===== config.mk =====
export PLATFORM = sky130hd
export DESIGN_NAME = local_global_address_mapper
export DESIGN_NICKNAME = d
export VERILOG_FILES = /design/src/rtl/mapper_pkg.sv /design/src/rtl/window_if.sv /design/src/rtl/local_global_address_mapper.sv /design/src/rtl/page_window.sv
export VERILOG_INCLUDE_DIRS = /design/src /design/src/rtl
export SDC_FILE = /design/constraint.sdc
export NUM_CORES = 1
export LEC_CHECK = 0
export ABC_AREA = 1
export ABC_CLOCK_PERIOD_IN_PS = 4500
export BUFFER_PORTS_ARGS = -buffer_cell sky130_fd_sc_hd__buf_4
export CORE_ASPECT_RATIO = 1.2
export CORE_MARGIN = 1.5
export CORE_UTILIZATION = 35
export DETAILED_ROUTE_END_ITERATION = 6
export GPL_ROUTABILITY_DRIVEN = 0
export PLACE_DENSITY = 0.59
export SYNTH_ARGS = -nofsm -noshare
export SYNTH_HDL_FRONTEND = slang
export SYNTH_HIERARCHICAL = 1
export SYNTH_SLANG_ARGS = --single-unit
export TNS_END_PERCENT = 1

===== constraint.sdc =====
create_clock -name mclk_in -period 4.5 [get_ports mclk_in]
set_clock_uncertainty 0.15 [all_clocks]
set_input_delay 0.225 -clock mclk_in [delete_from_list [all_inputs] [get_ports mclk_in]]
set_output_delay 0.225 -clock mclk_in [all_outputs]
set_load 0.1 [all_outputs]

===== src/rtl/mapper_regs.svh =====
/*
 Constants of the local to global address mapper: register word offsets,
 reset values, region bounds and global bases.
 Assumes inclusion by bare name; definitions only.
*/
// What this block does
// RULE1 - Fixed local to global map, global page top
// RULE2 - No relocation; blocks never overlay each other
// RULE3 - Register block fixed at local zero
// RULE4 - Direct page register forms upper address byte
// RULE5 - Direct page register takes one write only
// RULE6 - Local 0x0800-0x0FFF is EEPROM, upper fixed
// RULE7 - Lower EEPROM kilobyte paged by EEPROM page
// RULE8 - EEPROM/data flash at global 0x10_0000-0x13_FFFF
// RULE9 - EEPROM top pages, data flash bottom pages
// RULE10 - Local 0x1000-0x3FFF is RAM, upper fixed
// RULE11 - Lower RAM 4K paged, fixed halves selectable
// RULE12 - RAM global from 0x00_1000 to 0x0F_FFFF
// RULE13 - Five block types, one standard map
// RULE14 - Local 0x8000-0xBFFF paged program flash window
// RULE15 - Program page zero at 0x40_0000, 16K steps
// RULE16 - Fixed flash windows at 0x7F_4000, 0x7F_C000
// RULE17 - Window address is base plus shifted page
`ifndef MAPPER_REGS_SVH
`define MAPPER_REGS_SVH

`define OFS_GLOBAL_PAGE 3'h0
`define OFS_DIRECT_PAGE 3'h1
`define OFS_EEPROM_PAGE 3'h2
`define OFS_RAM_PAGE 3'h3
`define OFS_PROGRAM_PAGE 3'h4
`define OFS_STATUS 3'h5
`define OFS_LAST_GLOBAL 3'h6

`define RST_GLOBAL_PAGE 7'h00
`define RST_DIRECT_PAGE 8'h00
`define RST_EEPROM_PAGE 8'hFE
`define RST_RAM_PAGE 8'hFD
`define RST_PROGRAM_PAGE 8'hFE

`define LCL_EEP_START 16'h0800
`define LCL_RAM_START 16'h1000
`define LCL_FLASH_START 16'h4000
`define LCL_PWIN_START 16'h8000
`define LCL_FIXED_TOP 16'hC000
`define LCL_EEP_FIXED_BIT 10
`define LCL_RAM_FIXED_BIT 13
`define LCL_RAM_HALF_BIT 12

`define EEP_FIXED_PAGE 8'hFF
`define RAM_FIXED_HI 7'h7F
`define PFL_LOW_FIXED_PAGE 8'hFD
`define PFL_TOP_FIXED_PAGE 8'hFF

`define EEP_OFF_W 10
`define RAM_OFF_W 12
`define PFL_OFF_W 14
`define GBL_EEP_BASE 23'h10_0000
`define GBL_EEP_END 23'h13_FFFF
`define GBL_RAM_BASE 23'h00_0000
`define GBL_RAM_START 23'h00_1000
`define GBL_RAM_END 23'h0F_FFFF
`define GBL_REG_END 23'h00_07FF
`define GBL_PFL_BASE 23'h40_0000
`define GBL_PFL_END 23'h7F_FFFF

`define STS_LOCK_BIT 0
`define STS_BLOCK_LSB 4

`endif


===== src/rtl/mapper_pkg.sv =====
/*
 Types of the local to global address mapper.
 Assumes the constants header is compiled alongside.
*/
package mapper_pkg;

	typedef enum logic [2:0] {
		BLK_REGS = 3'h0,
		BLK_RAM = 3'h1,
		BLK_EEPROM = 3'h2,
		BLK_FLASH = 3'h3,
		BLK_EXTERNAL = 3'h4
	} block_t;

	typedef enum logic {
		BUS_IDLE = 1'b0,
		BUS_ANSWER = 1'b1
	} bus_state_t;

endpackage


===== src/rtl/window_if.sv =====
/*
 Carrier between the mapper and one paged window translator.
 Assumes a single clock domain; purely combinational signals.
*/
`timescale 1ns/10ps
interface window_if;
	logic [7:0] page;
	logic [13:0] offset;
	logic [22:0] gaddr;

	modport user (
		output page,
		output offset,
		input gaddr
	);

	modport window (
		input page,
		input offset,
		output gaddr
	);
endinterface


===== src/rtl/local_global_address_mapper.sv =====
/*
 Local to global address mapper with its page registers on an
 Avalon-MM slave with waitrequest.
 Assumes the core presents one local access per request cycle and
 that the bus master holds a request until waitrequest is low.
*/
`timescale 1ns/10ps
`include "mapper_regs.svh"
module local_global_address_mapper #(
	parameter int AVS_ADDR_W = 3
) (
	input wire logic mclk_in,
	input wire logic rst_n_in,
	input wire logic [AVS_ADDR_W-1:0] avs_address_in,
	input wire logic avs_read_in,
	input wire logic avs_write_in,
	input wire logic [31:0] avs_writedata_in,
	input wire logic [3:0] avs_byteenable_in,
	output logic [31:0] avs_readdata_out,
	output logic avs_waitrequest_out,
	input wire logic lcl_req_in,
	input wire logic [15:0] lcl_addr_in,
	input wire logic lcl_global_in,
	input wire logic lcl_direct_in,
	output logic gbl_valid_out,
	output logic [22:0] gbl_addr_out,
	output logic [2:0] gbl_block_out
);

	mapper_pkg::bus_state_t bus_state_r;
	mapper_pkg::bus_state_t bus_state_nxt;
	logic waitrequest_r;
	logic [31:0] readdata_r;
	logic [6:0] global_page_r;
	logic [7:0] direct_page_r;
	logic direct_locked_r;
	logic [7:0] eeprom_page_r;
	logic [7:0] ram_page_r;
	logic [7:0] program_page_r;
	logic gbl_valid_r;
	logic [22:0] gbl_addr_r;
	mapper_pkg::block_t gbl_block_r;

	window_if eep_win ();
	window_if ram_win ();
	window_if pfl_win ();

	// Effective local address

	wire [15:0] eff_addr;
	wire in_regs;
	wire in_eep;
	wire in_ram;
	wire in_fixed_low;
	wire in_pwin;
	wire [22:0] global_form;
	wire [22:0] regs_form;
	wire [22:0] local_form;
	wire [22:0] mapped_addr;
	mapper_pkg::block_t mapped_block;

	// RULE4 direct page high byte
	assign eff_addr = lcl_direct_in ? {direct_page_r, lcl_addr_in[7:0]} : lcl_addr_in;

	// RULE3 registers at zero
	assign in_regs = eff_addr < `LCL_EEP_START;
	// RULE6 EEPROM local range
	assign in_eep = (eff_addr >= `LCL_EEP_START) && (eff_addr < `LCL_RAM_START);
	// RULE10 RAM local range
	assign in_ram = (eff_addr >= `LCL_RAM_START) && (eff_addr < `LCL_FLASH_START);
	assign in_fixed_low = (eff_addr >= `LCL_FLASH_START) && (eff_addr < `LCL_PWIN_START);
	// RULE14 program window range
	assign in_pwin = (eff_addr >= `LCL_PWIN_START) && (eff_addr < `LCL_FIXED_TOP);

	// Window page selection

	// RULE6 upper kilobyte fixed
	// RULE7 lower kilobyte paged
	assign eep_win.page = eff_addr[`LCL_EEP_FIXED_BIT] ? `EEP_FIXED_PAGE : eeprom_page_r;
	assign eep_win.offset = eff_addr[13:0];

	// RULE11 fixed halves as pages
	assign ram_win.page = eff_addr[`LCL_RAM_FIXED_BIT] ?
		{`RAM_FIXED_HI, eff_addr[`LCL_RAM_HALF_BIT]} : ram_page_r;
	assign ram_win.offset = eff_addr[13:0];

	// RULE16 fixed flash pages
	assign pfl_win.page = in_fixed_low ? `PFL_LOW_FIXED_PAGE :
		(in_pwin ? program_page_r : `PFL_TOP_FIXED_PAGE);
	assign pfl_win.offset = eff_addr[13:0];

	// RULE8 EEPROM global base
	// RULE9 fixed page at top
	page_window #(
		.OFF_W(`EEP_OFF_W),
		.BASE(`GBL_EEP_BASE)
	) u_eep_window (
		.win(eep_win.window)
	);

	// RULE12 RAM global base
	page_window #(
		.OFF_W(`RAM_OFF_W),
		.BASE(`GBL_RAM_BASE)
	) u_ram_window (
		.win(ram_win.window)
	);

	// RULE15 16K program pages
	page_window #(
		.OFF_W(`PFL_OFF_W),
		.BASE(`GBL_PFL_BASE)
	) u_pfl_window (
		.win(pfl_win.window)
	);

	// Final address selection

	// RULE1 global page on top
	assign global_form = {global_page_r, lcl_addr_in};
	assign regs_form = 23'(eff_addr);

	// RULE2 disjoint regions, no relocation
	assign local_form = in_regs ? regs_form :
		(in_eep ? eep_win.gaddr :
		(in_ram ? ram_win.gaddr : pfl_win.gaddr));

	assign mapped_addr = lcl_global_in ? global_form : local_form;

	// RULE13 five block types
	function automatic mapper_pkg::block_t classify(input logic [22:0] ga);
		mapper_pkg::block_t blk;
		blk = mapper_pkg::BLK_EXTERNAL;
		if (ga <= `GBL_REG_END) begin
			blk = mapper_pkg::BLK_REGS;
		end else if (ga >= `GBL_RAM_START && ga <= `GBL_RAM_END) begin
			blk = mapper_pkg::BLK_RAM;
		end else if (ga >= `GBL_EEP_BASE && ga <= `GBL_EEP_END) begin
			blk = mapper_pkg::BLK_EEPROM;
		end else if (ga >= `GBL_PFL_BASE && ga <= `GBL_PFL_END) begin
			blk = mapper_pkg::BLK_FLASH;
		end
		return blk;
	endfunction

	assign mapped_block = classify(mapped_addr);

	// One cycle translation stage; keeps the output free of glitches
	always_ff @(posedge mclk_in) begin
		if (!rst_n_in) begin
			gbl_valid_r <= 1'b0;
			gbl_addr_r <= 23'h00_0000;
			gbl_block_r <= mapper_pkg::BLK_REGS;
		end else begin
			gbl_valid_r <= lcl_req_in;
			if (lcl_req_in) begin
				gbl_addr_r <= mapped_addr;
				gbl_block_r <= mapped_block;
			end
		end
	end

	// Register bus decode

	wire hit_global;
	wire hit_direct;
	wire hit_eeprom;
	wire hit_ram;
	wire hit_program;
	wire hit_status;
	wire hit_last;
	wire commit_write;
	wire low_lane;
	wire direct_take;
	wire [31:0] status_word;
	wire [31:0] rd_mux;

	assign hit_global = avs_address_in == `OFS_GLOBAL_PAGE;
	assign hit_direct = avs_address_in == `OFS_DIRECT_PAGE;
	assign hit_eeprom = avs_address_in == `OFS_EEPROM_PAGE;
	assign hit_ram = avs_address_in == `OFS_RAM_PAGE;
	assign hit_program = avs_address_in == `OFS_PROGRAM_PAGE;
	assign hit_status = avs_address_in == `OFS_STATUS;
	assign hit_last = avs_address_in == `OFS_LAST_GLOBAL;

	// Writes land only on the edge that ends the answer cycle
	assign commit_write = (bus_state_r == mapper_pkg::BUS_ANSWER) && avs_write_in;
	assign low_lane = avs_byteenable_in[0];

	// RULE5 first write locks
	assign direct_take = commit_write && low_lane && hit_direct && !direct_locked_r;

	assign status_word = (32'(gbl_block_r) << `STS_BLOCK_LSB) |
		(32'(direct_locked_r) << `STS_LOCK_BIT);

	// Unmapped offsets read as zero
	assign rd_mux = hit_global ? 32'(global_page_r) :
		hit_direct ? 32'(direct_page_r) :
		hit_eeprom ? 32'(eeprom_page_r) :
		hit_ram ? 32'(ram_page_r) :
		hit_program ? 32'(program_page_r) :
		hit_status ? status_word :
		hit_last ? 32'(gbl_addr_r) :
		32'h0000_0000;

	// Bus handshake

	always_comb begin
		bus_state_nxt = bus_state_r;
		case (bus_state_r)
			mapper_pkg::BUS_IDLE: begin
				if (avs_read_in || avs_write_in) begin
					bus_state_nxt = mapper_pkg::BUS_ANSWER;
				end
			end
			mapper_pkg::BUS_ANSWER: begin
				bus_state_nxt = mapper_pkg::BUS_IDLE;
			end
			default: begin
				bus_state_nxt = mapper_pkg::BUS_IDLE;
			end
		endcase
	end

	always_ff @(posedge mclk_in) begin
		if (!rst_n_in) begin
			bus_state_r <= mapper_pkg::BUS_IDLE;
			waitrequest_r <= 1'b1;
			readdata_r <= 32'h0000_0000;
		end else begin
			bus_state_r <= bus_state_nxt;
			waitrequest_r <= bus_state_nxt != mapper_pkg::BUS_ANSWER;
			if (bus_state_r == mapper_pkg::BUS_IDLE && avs_read_in) begin
				readdata_r <= rd_mux;
			end
		end
	end

	// Page registers

	always_ff @(posedge mclk_in) begin
		if (!rst_n_in) begin
			global_page_r <= `RST_GLOBAL_PAGE;
			eeprom_page_r <= `RST_EEPROM_PAGE;
			ram_page_r <= `RST_RAM_PAGE;
			program_page_r <= `RST_PROGRAM_PAGE;
		end else if (commit_write && low_lane) begin
			if (hit_global) begin
				global_page_r <= avs_writedata_in[6:0];
			end
			if (hit_eeprom) begin
				eeprom_page_r <= avs_writedata_in[7:0];
			end
			if (hit_ram) begin
				ram_page_r <= avs_writedata_in[7:0];
			end
			if (hit_program) begin
				program_page_r <= avs_writedata_in[7:0];
			end
		end
	end

	// Lock survives until reset; a later write is dropped silently
	always_ff @(posedge mclk_in) begin
		if (!rst_n_in) begin
			direct_page_r <= `RST_DIRECT_PAGE;
			direct_locked_r <= 1'b0;
		end else if (direct_take) begin
			// RULE5 single write accepted
			direct_page_r <= avs_writedata_in[7:0];
			direct_locked_r <= 1'b1;
		end
	end

	assign avs_readdata_out = readdata_r;
	assign avs_waitrequest_out = waitrequest_r;
	assign gbl_valid_out = gbl_valid_r;
	assign gbl_addr_out = gbl_addr_r;
	assign gbl_block_out = gbl_block_r;

endmodule


===== src/rtl/page_window.sv =====
/*
 One paged window: global base plus page shifted by the window size
 plus the in-window offset.
 Assumes OFF_W is at most 14 and the result fits 23 bits.
*/
`timescale 1ns/10ps
module page_window #(
	parameter int OFF_W = 10,
	parameter logic [22:0] BASE = 23'h00_0000
) (
	window_if.window win
);
	wire [22:0] page_span;
	wire [22:0] offset_ext;

	// RULE17 base plus page
	assign page_span = 23'(win.page) << OFF_W;
	assign offset_ext = 23'(win.offset[OFF_W-1:0]);
	assign win.gaddr = BASE + page_span + offset_ext;
endmodule


---- Yosys cells after proc, flatten, opt, wreduce, memory -nomap -nowiden ----
Cells that the tools add are included.
cells by class
  reduce and logical (&&, ||, !) cells .... 19
  magnitude comparators ................... 16
  multiplexer cells ....................... 22
  $add $sub $neg .......................... 5
  bitwise gates (word level) .............. 3
  equal/unequal tests ..................... 6
operators by type and width
  kind                    number
  $mux 23                 11
  $lt 16x16->1 const B    2
  $mux 8                  4
  $add 22x10->23          1
  $add 23x14->23          1
  $add 23x22->23 const A  1
  $ge 23x13->1 const B    1
  $ge 23x21->1 const B    1
  $ge 23x23->1 const B    1
  $le 23x11->1 const B    1
  $le 23x20->1 const B    1
  $le 23x21->1 const B    1
  $le 23x23->1 const B    1
  $add 21x18->22 const A  1
  $add 20x12->21          1
  $ge 16x12->1 const B    1
  $ge 16x13->1 const B    1
  $ge 16x15->1 const B    1
  $ge 16x16->1 const B    1
  $lt 16x12->1 const B    1
  $lt 16x13->1 const B    1
  $lt 16x15->1 const B    1
  $mux 16                 1
  $logic_and 1x1->1       12
  other kinds (12)        22
word-level totals
  register bits after elaboration ......... 101
  word-level logic and storage cells ...... 83
  output and inout bits ................... 60
  bits of input ports ..................... 62

---- Logic depth before layout (Yosys ltp) ----
Gate-level depths: netlist of the first run.
  depth in word-level cells ............... 17
  gate-level depth with buffers ........... 19
  mapped depth without buffers ............ 18

---- Hierarchy ----
Netlist of the first run, hierarchy kept.
by module, submodules not included
  module                          cells an instance  sequential area each (sq um)  instances  area each (sq um)
  local_global_address_mapper     710                1841.8                        1          4860.9
  page_window (u_pfl_window ...)  24                 0.0                           2          176.4
  page_window (u_eep_window)      25                 0.0                           1          180.2

---- Least setup slack after synthesis of the first run ----
Ideal clock, no wire load.
  kind .................................... in2reg
  start point ............................. in lcl_direct_in
  end point ............................... reg gbl_block_r[0], in the netlist gbl_block_out[0]
  path buffers ............................ 2
  arrival time ............................ 1.731 ns
  setup slack ............................. 2.498 ns
  library setup time ...................... 0.121 ns
  required time ........................... 4.229 ns
  stages on the path ...................... 16
  cells stage by stage .................... buf_6 > nand2_2 > nand2_4 > a21oi_1 > nand2_1 > buf_4 > nand2_1 > nand3_1 > a21boi_1 > nand2_1 > nor2_1 > nand2_1 > nand2_1 > nand2_1 > nand2_1 > a21oi_1
between the ends
  longest elaborated chain between the ends .. 17
  elaborated cells between the ends (all ways) .. 41
  those cells by class .................... add/sub (5); order compare (16); mux (13); reduce/logical (7)
ends and longest elaborated chain
  element                                                        line                                text
  start: declaration                                             local_global_address_mapper.sv:24   input wire logic lcl_direct_in,
  $mux 16 *                                                      local_global_address_mapper.sv:63   assign eff_addr = lcl_direct_in ? {direct_page_r, lcl_addr_in[7:0]} : lcl_addr_in;
  $ge 16x16->1 (no source line) or $lt 16x16->1 (tied branches)  -
  $logic_and 1x1->1                                              local_global_address_mapper.sv:73   assign in_pwin = (eff_addr >= `LCL_PWIN_START) && (eff_addr < `LCL_FIXED_TOP);
  $mux 8 (no source line)                                        -
  $mux 8 *                                                       local_global_address_mapper.sv:88   assign pfl_win.page = in_fixed_low ? `PFL_LOW_FIXED_PAGE :
  via pfl_win.page[3]                                            window_if.sv:7                      logic [7:0] page;
  $add 23x22->23 *                                               page_window.sv:19                   assign win.gaddr = BASE + page_span + offset_ext;
  $add 23x14->23 *                                               page_window.sv:19
  via pfl_win.gaddr[17]                                          window_if.sv:9                      logic [22:0] gaddr;
  (+2 left out)                                                  -
  $mux 23 *                                                      local_global_address_mapper.sv:124  assign local_form = in_regs ? regs_form :
  $mux 23 *                                                      local_global_address_mapper.sv:128  assign mapped_addr = lcl_global_in ? global_form : local_form;
  $ge 23x23->1 (no source line) or $le 23x23->1 (tied branches)  -
  $logic_and 1x1->1 (no source line)                             -
  $mux 3                                                         local_global_address_mapper.sv:140  end else if (ga >= `GBL_PFL_BASE && ga <= `GBL_PFL_END) begin
  $mux 3                                                         local_global_address_mapper.sv:138  end else if (ga >= `GBL_EEP_BASE && ga <= `GBL_EEP_END) begin
  $mux 3                                                         local_global_address_mapper.sv:136  end else if (ga >= `GBL_RAM_START && ga <= `GBL_RAM_END) begin
  $mux 3 *                                                       local_global_address_mapper.sv:134  if (ga <= `GBL_REG_END) begin
  end signal: assignment                                         local_global_address_mapper.sv:153  gbl_block_r <= mapper_pkg::BLK_REGS;
  end signal: assignment                                         local_global_address_mapper.sv:158  gbl_block_r <= mapped_block;
  end: declaration                                               local_global_address_mapper.sv:42   mapper_pkg::block_t gbl_block_r;
Mark *: on every way through the listed nets, which the timed path passes. The rest lies on a longest branch.
A chain may end at the register's enable or synchronous reset.

---- Worst setup path after layout of the first run ----
  start point ............................. reg direct_page_r[7]
  end point ............................... reg gbl_block_r[2], in the netlist gbl_block_out[2]
between the ends
  longest elaborated chain between the ends .. 17
  elaborated cells between the ends (all ways) .. 36
  those cells by class .................... add/sub (2); order compare (16); mux (11); reduce/logical (7)
ends and longest elaborated chain
  element                                                        line                                text
  start: declaration                                             local_global_address_mapper.sv:35   logic [7:0] direct_page_r;
  start signal: assignment                                       local_global_address_mapper.sv:266  direct_page_r <= `RST_DIRECT_PAGE;
  start signal: assignment                                       local_global_address_mapper.sv:270  direct_page_r <= avs_writedata_in[7:0];
  $mux 16 *                                                      local_global_address_mapper.sv:63
  $ge 16x16->1 (no source line) or $lt 16x16->1 (tied branches)  -
  $logic_and 1x1->1                                              local_global_address_mapper.sv:73
  $mux 8 (no source line)                                        -
  $mux 8                                                         local_global_address_mapper.sv:88
  $add 23x22->23                                                 page_window.sv:19
  $add 23x14->23                                                 page_window.sv:19
  $mux 23                                                        local_global_address_mapper.sv:126  (in_ram ? ram_win.gaddr : pfl_win.gaddr));
  $mux 23                                                        local_global_address_mapper.sv:125  (in_eep ? eep_win.gaddr :
  $mux 23 *                                                      local_global_address_mapper.sv:124
  $mux 23 *                                                      local_global_address_mapper.sv:128
  $ge 23x23->1 (no source line) or $le 23x23->1 (tied branches)  -
  $logic_and 1x1->1 (no source line)                             -
  $mux 3                                                         local_global_address_mapper.sv:140
  $mux 3                                                         local_global_address_mapper.sv:138
  $mux 3                                                         local_global_address_mapper.sv:136
  $mux 3 *                                                       local_global_address_mapper.sv:134
Every way passes the cells marked *; elsewhere a longest branch is shown, timed or not.

==> flow_metrics.tcl, run 1 <==
set metrics [dict create \
    post_synth_instance_area_um2 5390 \
    sequential_fraction_of_the_synthesis_area_pct 34.1 \
    synth_async_sr_flop_share_pct 0 \
    drt_first_iter_violations 410 \
    worst_slew_pin_slew_ps 886 \
    cts_setup_buffers 0 \
    ff_latch_area_um2 1840 \
    status "finished clean" \
    vdd.ir_drop.worst_mv 0.158 \
    met1_usage_pct 27.7 \
    power_density_over_cell_area_nw_per_um2 382 \
    cp.arrival_ps 2770 \
    syn-mean-instance-area_um2 6.89 \
    worst_setup_path_start_kind "flop" \
    wire_length_per_cell_after_detailed_routing_um 15.3 \
    finalWirelength_um 15200 \
    unrepaired_setup_endpoints_after_global_routing "no" \
    cts_htree_levels 3 \
    max-cap-violations 0 \
    path_clk_slew_ps 70 \
    timing.critical_path.max_delay_family "simple AND/OR/NAND/NOR gates" \
    yosys_warnings 6 \
    timing.setup.critical_path_class "reg2reg" \
    setup.worst_path.end_class "flop" \
    root_buffer "sky130_fd_sc_hd__clkbuf_16" \
    globalRouteOverflowTotal 0 \
    grt_start_max_net_pins 83 \
    dominantRegCellSynth "sky130_fd_sc_hd__dfxtp_1" \
    worstSkewPairLatency_ps 360 \
    leakagePower_nw 2.63 \
    synth-edff-count 0 \
    hold_class "in2reg" \
    route.vias.total 4850 \
    nets 845 \
    postSynthCellCount 783 \
    multiInputGateArea_um2 2570 \
    final_layout_size_suffix_gt1_share_pct 17.4 \
    final_antenna_net_count 0 \
    initial_core_util_pct 35.9 \
    detailedPlacementHpwl_um 11000 \
    global_route_total_usage_across_every_layer_pct 19.7 \
    first_global_vias 4463 \
    drv_slew 0 \
    crit_share_post_route_pct 58.7 \
    die_h_um 139 \
    post_route_standard_cell_area_excluding_fillers_um2 5930 \
    critical_path_peak_fanout 37 \
    tritoncts_num_sinks 92 \
    area_delta_synth_final_pct 10.0 \
    placement.cell_area_um2 5580 \
    cts.path.max_buffers 2 \
    post-layout-total-power_mw 2.27 \
    worst-path-buf-inv 0 \
    finalCriticalPeriod_ps 2640 \
    grt_use_met2_pct 30.4 \
    cp_data_required_time_ps 4630 \
    final_cell_mix "149 x sky130_fd_sc_hd__nand2_1, 92 x sky130_fd_sc_hd__dfxtp_1, 86 x sky130_fd_sc_hd__buf_4, 83 x sky130_fd_sc_hd__o21ai_0, 64 x sky130_fd_sc_hd__nand3_1" \
    initial_antenna_violation_count 0 \
    synth.lib_cells_used.distinct 39 \
    cts_tree "built" \
    avgViaCountPerCell 4.89 \
    fmax_ghz 0.378 \
    global_route_wire_length_before_repair_um 24600 \
    critical-path-max-stage-delay_ps 450 \
    die_width_um 116 \
    num_antenna_cells 0 \
    mostFrequentLayoutCell "sky130_fd_sc_hd__nand2_1" \
    crit_path_cell_trace "nand2_2 > nand2_2 > nor2_8 > nand3_4 > nor2_1 > nor2_1 > a21boi_1 > nand2_1 > nor2_1 > nand2_1 > nand2_1 > nand4_1 > a21oi_1" \
    slew_headroom_pct 40.7 \
    report.final.setup_viol 0 \
    detail_route.first_pass.iterations 5 \
    filler_cell_count 1620 \
    rows 49 \
    timing_hold_violations_final 0 \
    globalRouteMet3Util_pct 2.80 \
    count_of_port_buffers_added_during_placement 85 \
    synth_seq_cells 92 \
    slowest_stage "sky130_fd_sc_hd__nand3_4" \
    top_level_pins 122 \
    busiest_layer "met2" \
    die_area_um2 16200 \
    remaining_drc_errors 0 \
    tritoncts.num_buffers 9 \
    placeable_core_region_um2 15000 \
    timing.setup.tns_ps 0 \
]
==> kinds of logic (layout without fill, tap and decap cells) <==
group,after synthesis,after routing,synth area share [%]
mux,2,2,0.371
other cells,5,18,0.348
buf+inv,186,178,19.2
compound gates,196,196,21.2
simple gates,302,302,24.8
flops,92,92,34.1
==> final timing paths <==
| check | slack (ps) | cells after the start | end | startpoint |
|---|---|---|---|---|
| setup / recovery | 1860 | 13 | gbl_block_out[2] | direct_page_r[7] |
| hold reg to reg | 340 | 2 | avs_readdata_out[10] | gbl_addr_out[10] |
| hold / removal | 5 | 3 | ram_page_r[0] | avs_writedata_in[0] |
| setup reg to reg | 1860 | 13 | gbl_block_out[2] | direct_page_r[7] |
==> cell usage after synthesis (4+ instances only) <==
cell,number,area (um^2)
sky130_fd_sc_hd__a21boi_2,4,45.0
sky130_fd_sc_hd__a21oi_1,61,305
sky130_fd_sc_hd__a221oi_1,4,35.0
sky130_fd_sc_hd__a31oi_1,4,25.0
sky130_fd_sc_hd__buf_2,8,40.0
sky130_fd_sc_hd__buf_4,78,586
sky130_fd_sc_hd__buf_6,4,45.0
sky130_fd_sc_hd__clkbuf_1,23,86.3
sky130_fd_sc_hd__conb_1,5,18.8
sky130_fd_sc_hd__dfxtp_1,92,1840
sky130_fd_sc_hd__inv_1,62,233
sky130_fd_sc_hd__inv_2,6,22.5
sky130_fd_sc_hd__nand2_1,149,559
sky130_fd_sc_hd__nand2_2,7,43.8
sky130_fd_sc_hd__nand2_4,4,45.0
sky130_fd_sc_hd__nand3_1,64,320
sky130_fd_sc_hd__nor2_1,64,240
sky130_fd_sc_hd__o211ai_1,25,188
sky130_fd_sc_hd__o21ai_0,83,415
sky130_fd_sc_hd__o221ai_1,6,52.6
sky130_fd_sc_hd__or2_2,5,31.3
==> layer usage <==
layer  wire (um)  vias to the layer above
met1        7090                     2200
met3         708                       17
met4         316                        0
met5           0                        -
met2        7070                      146
li1            -                     2487
==> stage by stage <==
stage          util [%]  instances  hold WS (ps)  setup slack, ps
2_1_floorplan         -        796           201             2500
5_1_grt            39.5        992          12.2             1420
6_report           39.5        992          4.76             1860
3_3_place_gp       37.2        971           310             1680
4_1_cts            39.5        992         0.154             1870
3_5_place_dp       37.2        971           313             1700
==> final cells by class <==
| class | count | share of cell area (%) |
|---|---|---|
| clock buffer | 9 | 3.80 |
| timing repair buffer | 91 | 11.7 |
| multi-input combinational | 518 | 43.3 |
| sequential | 92 | 31.0 |
| clock inverter | 7 | 1.29 |
| inverter | 71 | 4.53 |
| tap | 204 | 4.30 |
==> where the power goes <==
| part | internal, mW | switching [mW] | total (mW) |
|---|---|---|---|
| combinational | 0.139 | 0.484 | 0.623 |
| sequential | 0.852 | 0.0262 | 0.878 |
| clock | 0.395 | 0.373 | 0.768 |
| total | 1.39 | 0.883 | 2.27 |
==> what timing repair did <==
item | in CTS | in global routing
hold buffers | 5 | 0
setup endpoints to repair | 0 | 0
gates resized for setup | 0 | 0
hold endpoints to repair | 10 | 0
==> worst register-to-register path, stage by stage (launching register included) <==
cell and delay, ps:
sky130_fd_sc_hd__dfxtp_1 350, sky130_fd_sc_hd__nand2_2 90, sky130_fd_sc_hd__nand2_2 100, sky130_fd_sc_hd__nor2_8 360, sky130_fd_sc_hd__nand3_4 460, sky130_fd_sc_hd__nor2_1 220
sky130_fd_sc_hd__nor2_1 50, sky130_fd_sc_hd__a21boi_1 240, sky130_fd_sc_hd__nand2_1 80, sky130_fd_sc_hd__nor2_1 120, sky130_fd_sc_hd__nand2_1 60, sky130_fd_sc_hd__nand2_1 80
sky130_fd_sc_hd__nand4_1 80, sky130_fd_sc_hd__a21oi_1 120
==> flip-flops by register name, summed over array words and instances, names as in the netlist <==
register and flops:
gbl_valid_out 1, direct_locked_r 1, gbl_block_out 3, bus_state_r 1, direct_page_r 8, global_page_r 7, program_page_r 8, eeprom_page_r 8
avs_waitrequest_out 1, avs_readdata_out 23, gbl_addr_out 23, ram_page_r 8
No activity file was read; power rests on OpenSTA's default activity.
==> run 2: changes to the inputs <==
--- a/config.mk
+++ b/config.mk
@@ -6,15 +6,15 @@
 export SDC_FILE = /design/constraint.sdc
 export NUM_CORES = 1
 export LEC_CHECK = 0
-export ABC_AREA = 1
-export ABC_CLOCK_PERIOD_IN_PS = 4500
+export ABC_AREA = 0
+export ABC_CLOCK_PERIOD_IN_PS = 2200
 export BUFFER_PORTS_ARGS = -buffer_cell sky130_fd_sc_hd__buf_4
 export CORE_ASPECT_RATIO = 1.2
 export CORE_MARGIN = 1.5
 export CORE_UTILIZATION = 35
 export DETAILED_ROUTE_END_ITERATION = 6
 export GPL_ROUTABILITY_DRIVEN = 0
-export PLACE_DENSITY = 0.59
+export PLACE_DENSITY = 0.61
 export SYNTH_ARGS = -nofsm -noshare
 export SYNTH_HDL_FRONTEND = slang
 export SYNTH_HIERARCHICAL = 1
==> constraint.sdc (replaced) <==
create_clock -name mclk_in -period 2.2 [get_ports mclk_in]
set_clock_uncertainty 0.15 [all_clocks]
set_input_delay 0.11 -clock mclk_in [delete_from_list [all_inputs] [get_ports mclk_in]]
set_output_delay 0.11 -clock mclk_in [all_outputs]
set_load 0.1 [all_outputs]
==> run 2 against run 1 <==
The flow now finishes with violations (negative setup slack). Critical endpoint is now gbl_block_out[0]. Wire length up 7.8%. Largest power group unchanged. Setup slack worse by 2000 ps. Combinational power up 85%. Final area up 11%.
==> flow_metrics.tcl, run 2 <==
set metrics [dict create \
    status "finished, violations left" \
    violations "negative setup slack" \
    seqPwrFrac_pct 40.0 \
    placeable_core_region_um2 15100 \
    remaining_drc_errors 0 \
    syn-mean-instance-area_um2 7.79 \
    finalWirelength_um 16400 \
    synth_simple_gate_area_share_pct 24.4 \
    cts_setup_buffers 0 \
    detailedPlacementHpwl_um 12400 \
    drv_slew 0 \
    synth_xor_xnor_area_share_pct 0 \
    setup_slack_of_the_critical_path_after_layout_ps -169 \
    power.combinational.fraction_pct 26.0 \
    grt_start_max_net_pins 52 \
    rr_worst_depth 7 \
    cp_data_required_time_ps 2250 \
    fraction_of_the_mapped_netlist_area_in_compound_gates_pct 19.4 \
    final_cell_mix "134 x sky130_fd_sc_hd__buf_4, 94 x sky130_fd_sc_hd__nand2_1, 89 x sky130_fd_sc_hd__dfxtp_1, 80 x sky130_fd_sc_hd__nor2_1, 40 x sky130_fd_sc_hd__nand3_1" \
    slew_headroom_pct 52.6 \
    top_level_pins 122 \
    route.vias.total 5044 \
    sequential_fraction_of_the_synthesis_area_pct 33.8 \
    core_occupancy_in_the_finished_layout_pct 43.5 \
    synth_top_area_cell "sky130_fd_sc_hd__dfxtp_1" \
    initial_antenna_violation_count 0 \
    postSynthCellCount 700 \
    rows 49 \
    yosys_warnings 6 \
    synth.area.top_cells "sky130_fd_sc_hd__dfxtp_1 34%, sky130_fd_sc_hd__buf_4 11%, sky130_fd_sc_hd__nand2_1 6.5%" \
    path_clk_slew_ps 60 \
    die_area_um2 16300 \
    report.final.setup_viol 3 \
    die_width_um 117 \
    crit_share_post_route_pct 108 \
    cts_tree "built" \
    post_route_standard_cell_area_excluding_fillers_um2 6560 \
    holdPathStages 3 \
    synth-edff-count 0 \
    cts_htree_levels 3 \
    power_density_over_cell_area_nw_per_um2 676 \
    die_h_um 140 \
    timing.setup.critical_path_class "reg2reg" \
    ys_top_cells_by_count "95 x sky130_fd_sc_hd__nand2_1, 92 x sky130_fd_sc_hd__dfxtp_1, 81 x sky130_fd_sc_hd__nor2_1" \
    dominantRegCellSynth "sky130_fd_sc_hd__dfxtp_1" \
    root_buffer "sky130_fd_sc_hd__clkbuf_16" \
    initial_core_util_pct 36.2 \
    post-synth-top-count-cell "sky130_fd_sc_hd__nand2_1" \
    hold_class "in2reg" \
    critical_path_peak_fanout 5 \
    post-layout-total-power_mw 4.43 \
    num_antenna_cells 0 \
    worstSkewPairLatency_ps 350 \
    mostFrequentLayoutCell "sky130_fd_sc_hd__buf_4" \
    max-cap-violations 0 \
    dominant_combinational_cell_family_by_area_after_synthesis "simple AND/OR/NAND/NOR gates" \
    vdd.ir_drop.worst_mv 0.321 \
    wire_length_per_cell_after_detailed_routing_um 17.0 \
    internal_power_mw 2.96 \
    worst_slew_pin_slew_ps 711 \
    count_of_port_buffers_added_during_placement 85 \
    placement.cell_area_um2 6100 \
    finalCriticalPeriod_ps 2370 \
    synth_async_sr_flop_share_pct 0 \
    synth_seq_cells 92 \
    fmax_ghz 0.422 \
    clkPwrFrac_pct 34.0 \
    avgViaCountPerCell 5.23 \
    crit_path_cell_trace "or4b_4 > o211a_2 > or3_1 > a311oi_2 > nand3_1 > o211ai_1 > a31oi_1" \
    nets 821 \
    final_antenna_net_count 0 \
    cp.arrival_ps 2420 \
    critical-path-max-stage-delay_ps 550 \
    synthAdderAreaFrac_pct 0 \
    cts.path.max_buffers 2 \
    netSwitchingFraction_pct 33.2 \
    synth_largest_type_area_fraction_pct 33.8 \
    leakagePower_nw 2.79 \
    worst_setup_path_start_kind "flop" \
    timing_hold_violations_final 0 \
    first_global_vias 4550 \
    global_route_wire_length_before_repair_um 24900 \
    whs_ps 16.3 \
    detail_route.first_pass.iterations 4 \
    tritoncts_num_sinks 92 \
    switchingPower_mw 1.47 \
    slowest_stage "sky130_fd_sc_hd__or4b_4" \
    area_delta_synth_final_pct 20.3 \
    yosys-mux-area-fraction_pct 7.66 \
    setup.worst_path.end_class "flop" \
    post_synth_instance_area_um2 5450 \
    tritoncts.num_buffers 9 \
    synth.lib_cells_used.distinct 59 \
    drt_first_iter_violations 331 \
    global_route_total_usage_across_every_layer_pct 20.1 \
    timing.setup.tns_ps -303 \
    globalRouteOverflowTotal 0 \
    final_layout_size_suffix_gt1_share_pct 24.4 \
    unrepaired_setup_endpoints_after_global_routing "yes" \
]
[run 2: cell types whose count changed after synthesis, moves of 16 or more]
cell,before,now
sky130_fd_sc_hd__a21oi_1,61,39
sky130_fd_sc_hd__a211oi_1,0,16
sky130_fd_sc_hd__mux2i_1,2,26
sky130_fd_sc_hd__nor2_1,64,81
sky130_fd_sc_hd__nand2b_1,0,24
sky130_fd_sc_hd__inv_1,62,12
sky130_fd_sc_hd__a22oi_1,0,17
sky130_fd_sc_hd__o21ai_0,83,16
sky130_fd_sc_hd__nand2_1,149,95
sky130_fd_sc_hd__o211ai_1,25,6
sky130_fd_sc_hd__nand3_1,64,40
[run 2: timing repair]
| item | 4_1_cts | 5_1_grt |
|---|---|---|
| hold buffers | 13 | 0 |
| resized for setup | 10 | 1 |
| pin swaps | 2 | 1 |
| setup endpoints to repair | 12 | 17 |
| hold endpoints to repair | 42 | 0 |
| gates cloned | 0 | 0 |
[run 2: worst max-delay path, delay by kind of cell (launching register included)]
family,cells,cell delay (ps)
compound gates,4,710
simple gates,3,1030
flops,1,340
[run 2: layer usage]
layer	share of wire, %	vias to the layer above	global-route usage (%)	wire length [um]
li1	-	2490	-	-
met1	45	2354	26.5	7330
met2	48	170	32.6	7820
met3	4.9	30	2.92	806
met4	2.5	0	8.18	411
met5	0	-	0	0
[run 2: area by class of cell]
type / count / area (um^2)
flip-flops and latches: 92 / 1850
inverters: 13 / 48.8
fillers: 1572 / 8520
clock buffers: 11 / 243
repair buffers: 150 / 1190
multi-input cells: 493 / 2940
well taps: 204 / 255
clock inverters: 2 / 37.5
[run 2: final timing paths]
| path | startpoint | end | slack (ps) |
|---|---|---|---|
| worst min register to register | ram_page_r[1] | ram_page_r[1] | 340 |
| worst max register to register | direct_page_r[4] | gbl_block_out[0] | -170 |
| worst min-delay path | lcl_addr_in[5] | gbl_addr_out[5] | 20 |
| worst max-delay path | direct_page_r[4] | gbl_block_out[0] | -170 |
[run 2: stage by stage]
step,cells,setup WS [ps]
floorplan,713,-124
global placement,939,-181
detailed placement,939,-176
CTS,965,-160
global route,965,-289
finish,965,-169
[run 2: cell families (layout without fill, tap and decap cells)]
group / Yosys count / count (layout)
AOI/OAI and AO/OA: 152 / 152
buffers and inverters: 128 / 176
DFF: 92 / 92
muxes: 37 / 37
other: 5 / 18
and+or+nand+nor: 286 / 286
[run 2: power groups by stage]
stage               clock [mW]  combinational (mW)  sequential [mW]
finish                    1.51                1.15             1.77
detailed placement           0                1.12             1.81
global route              1.60                1.22             1.78
floorplan                    0               0.515             2.16
CTS                       1.54                1.15             1.77
global placement             0                1.12             1.81
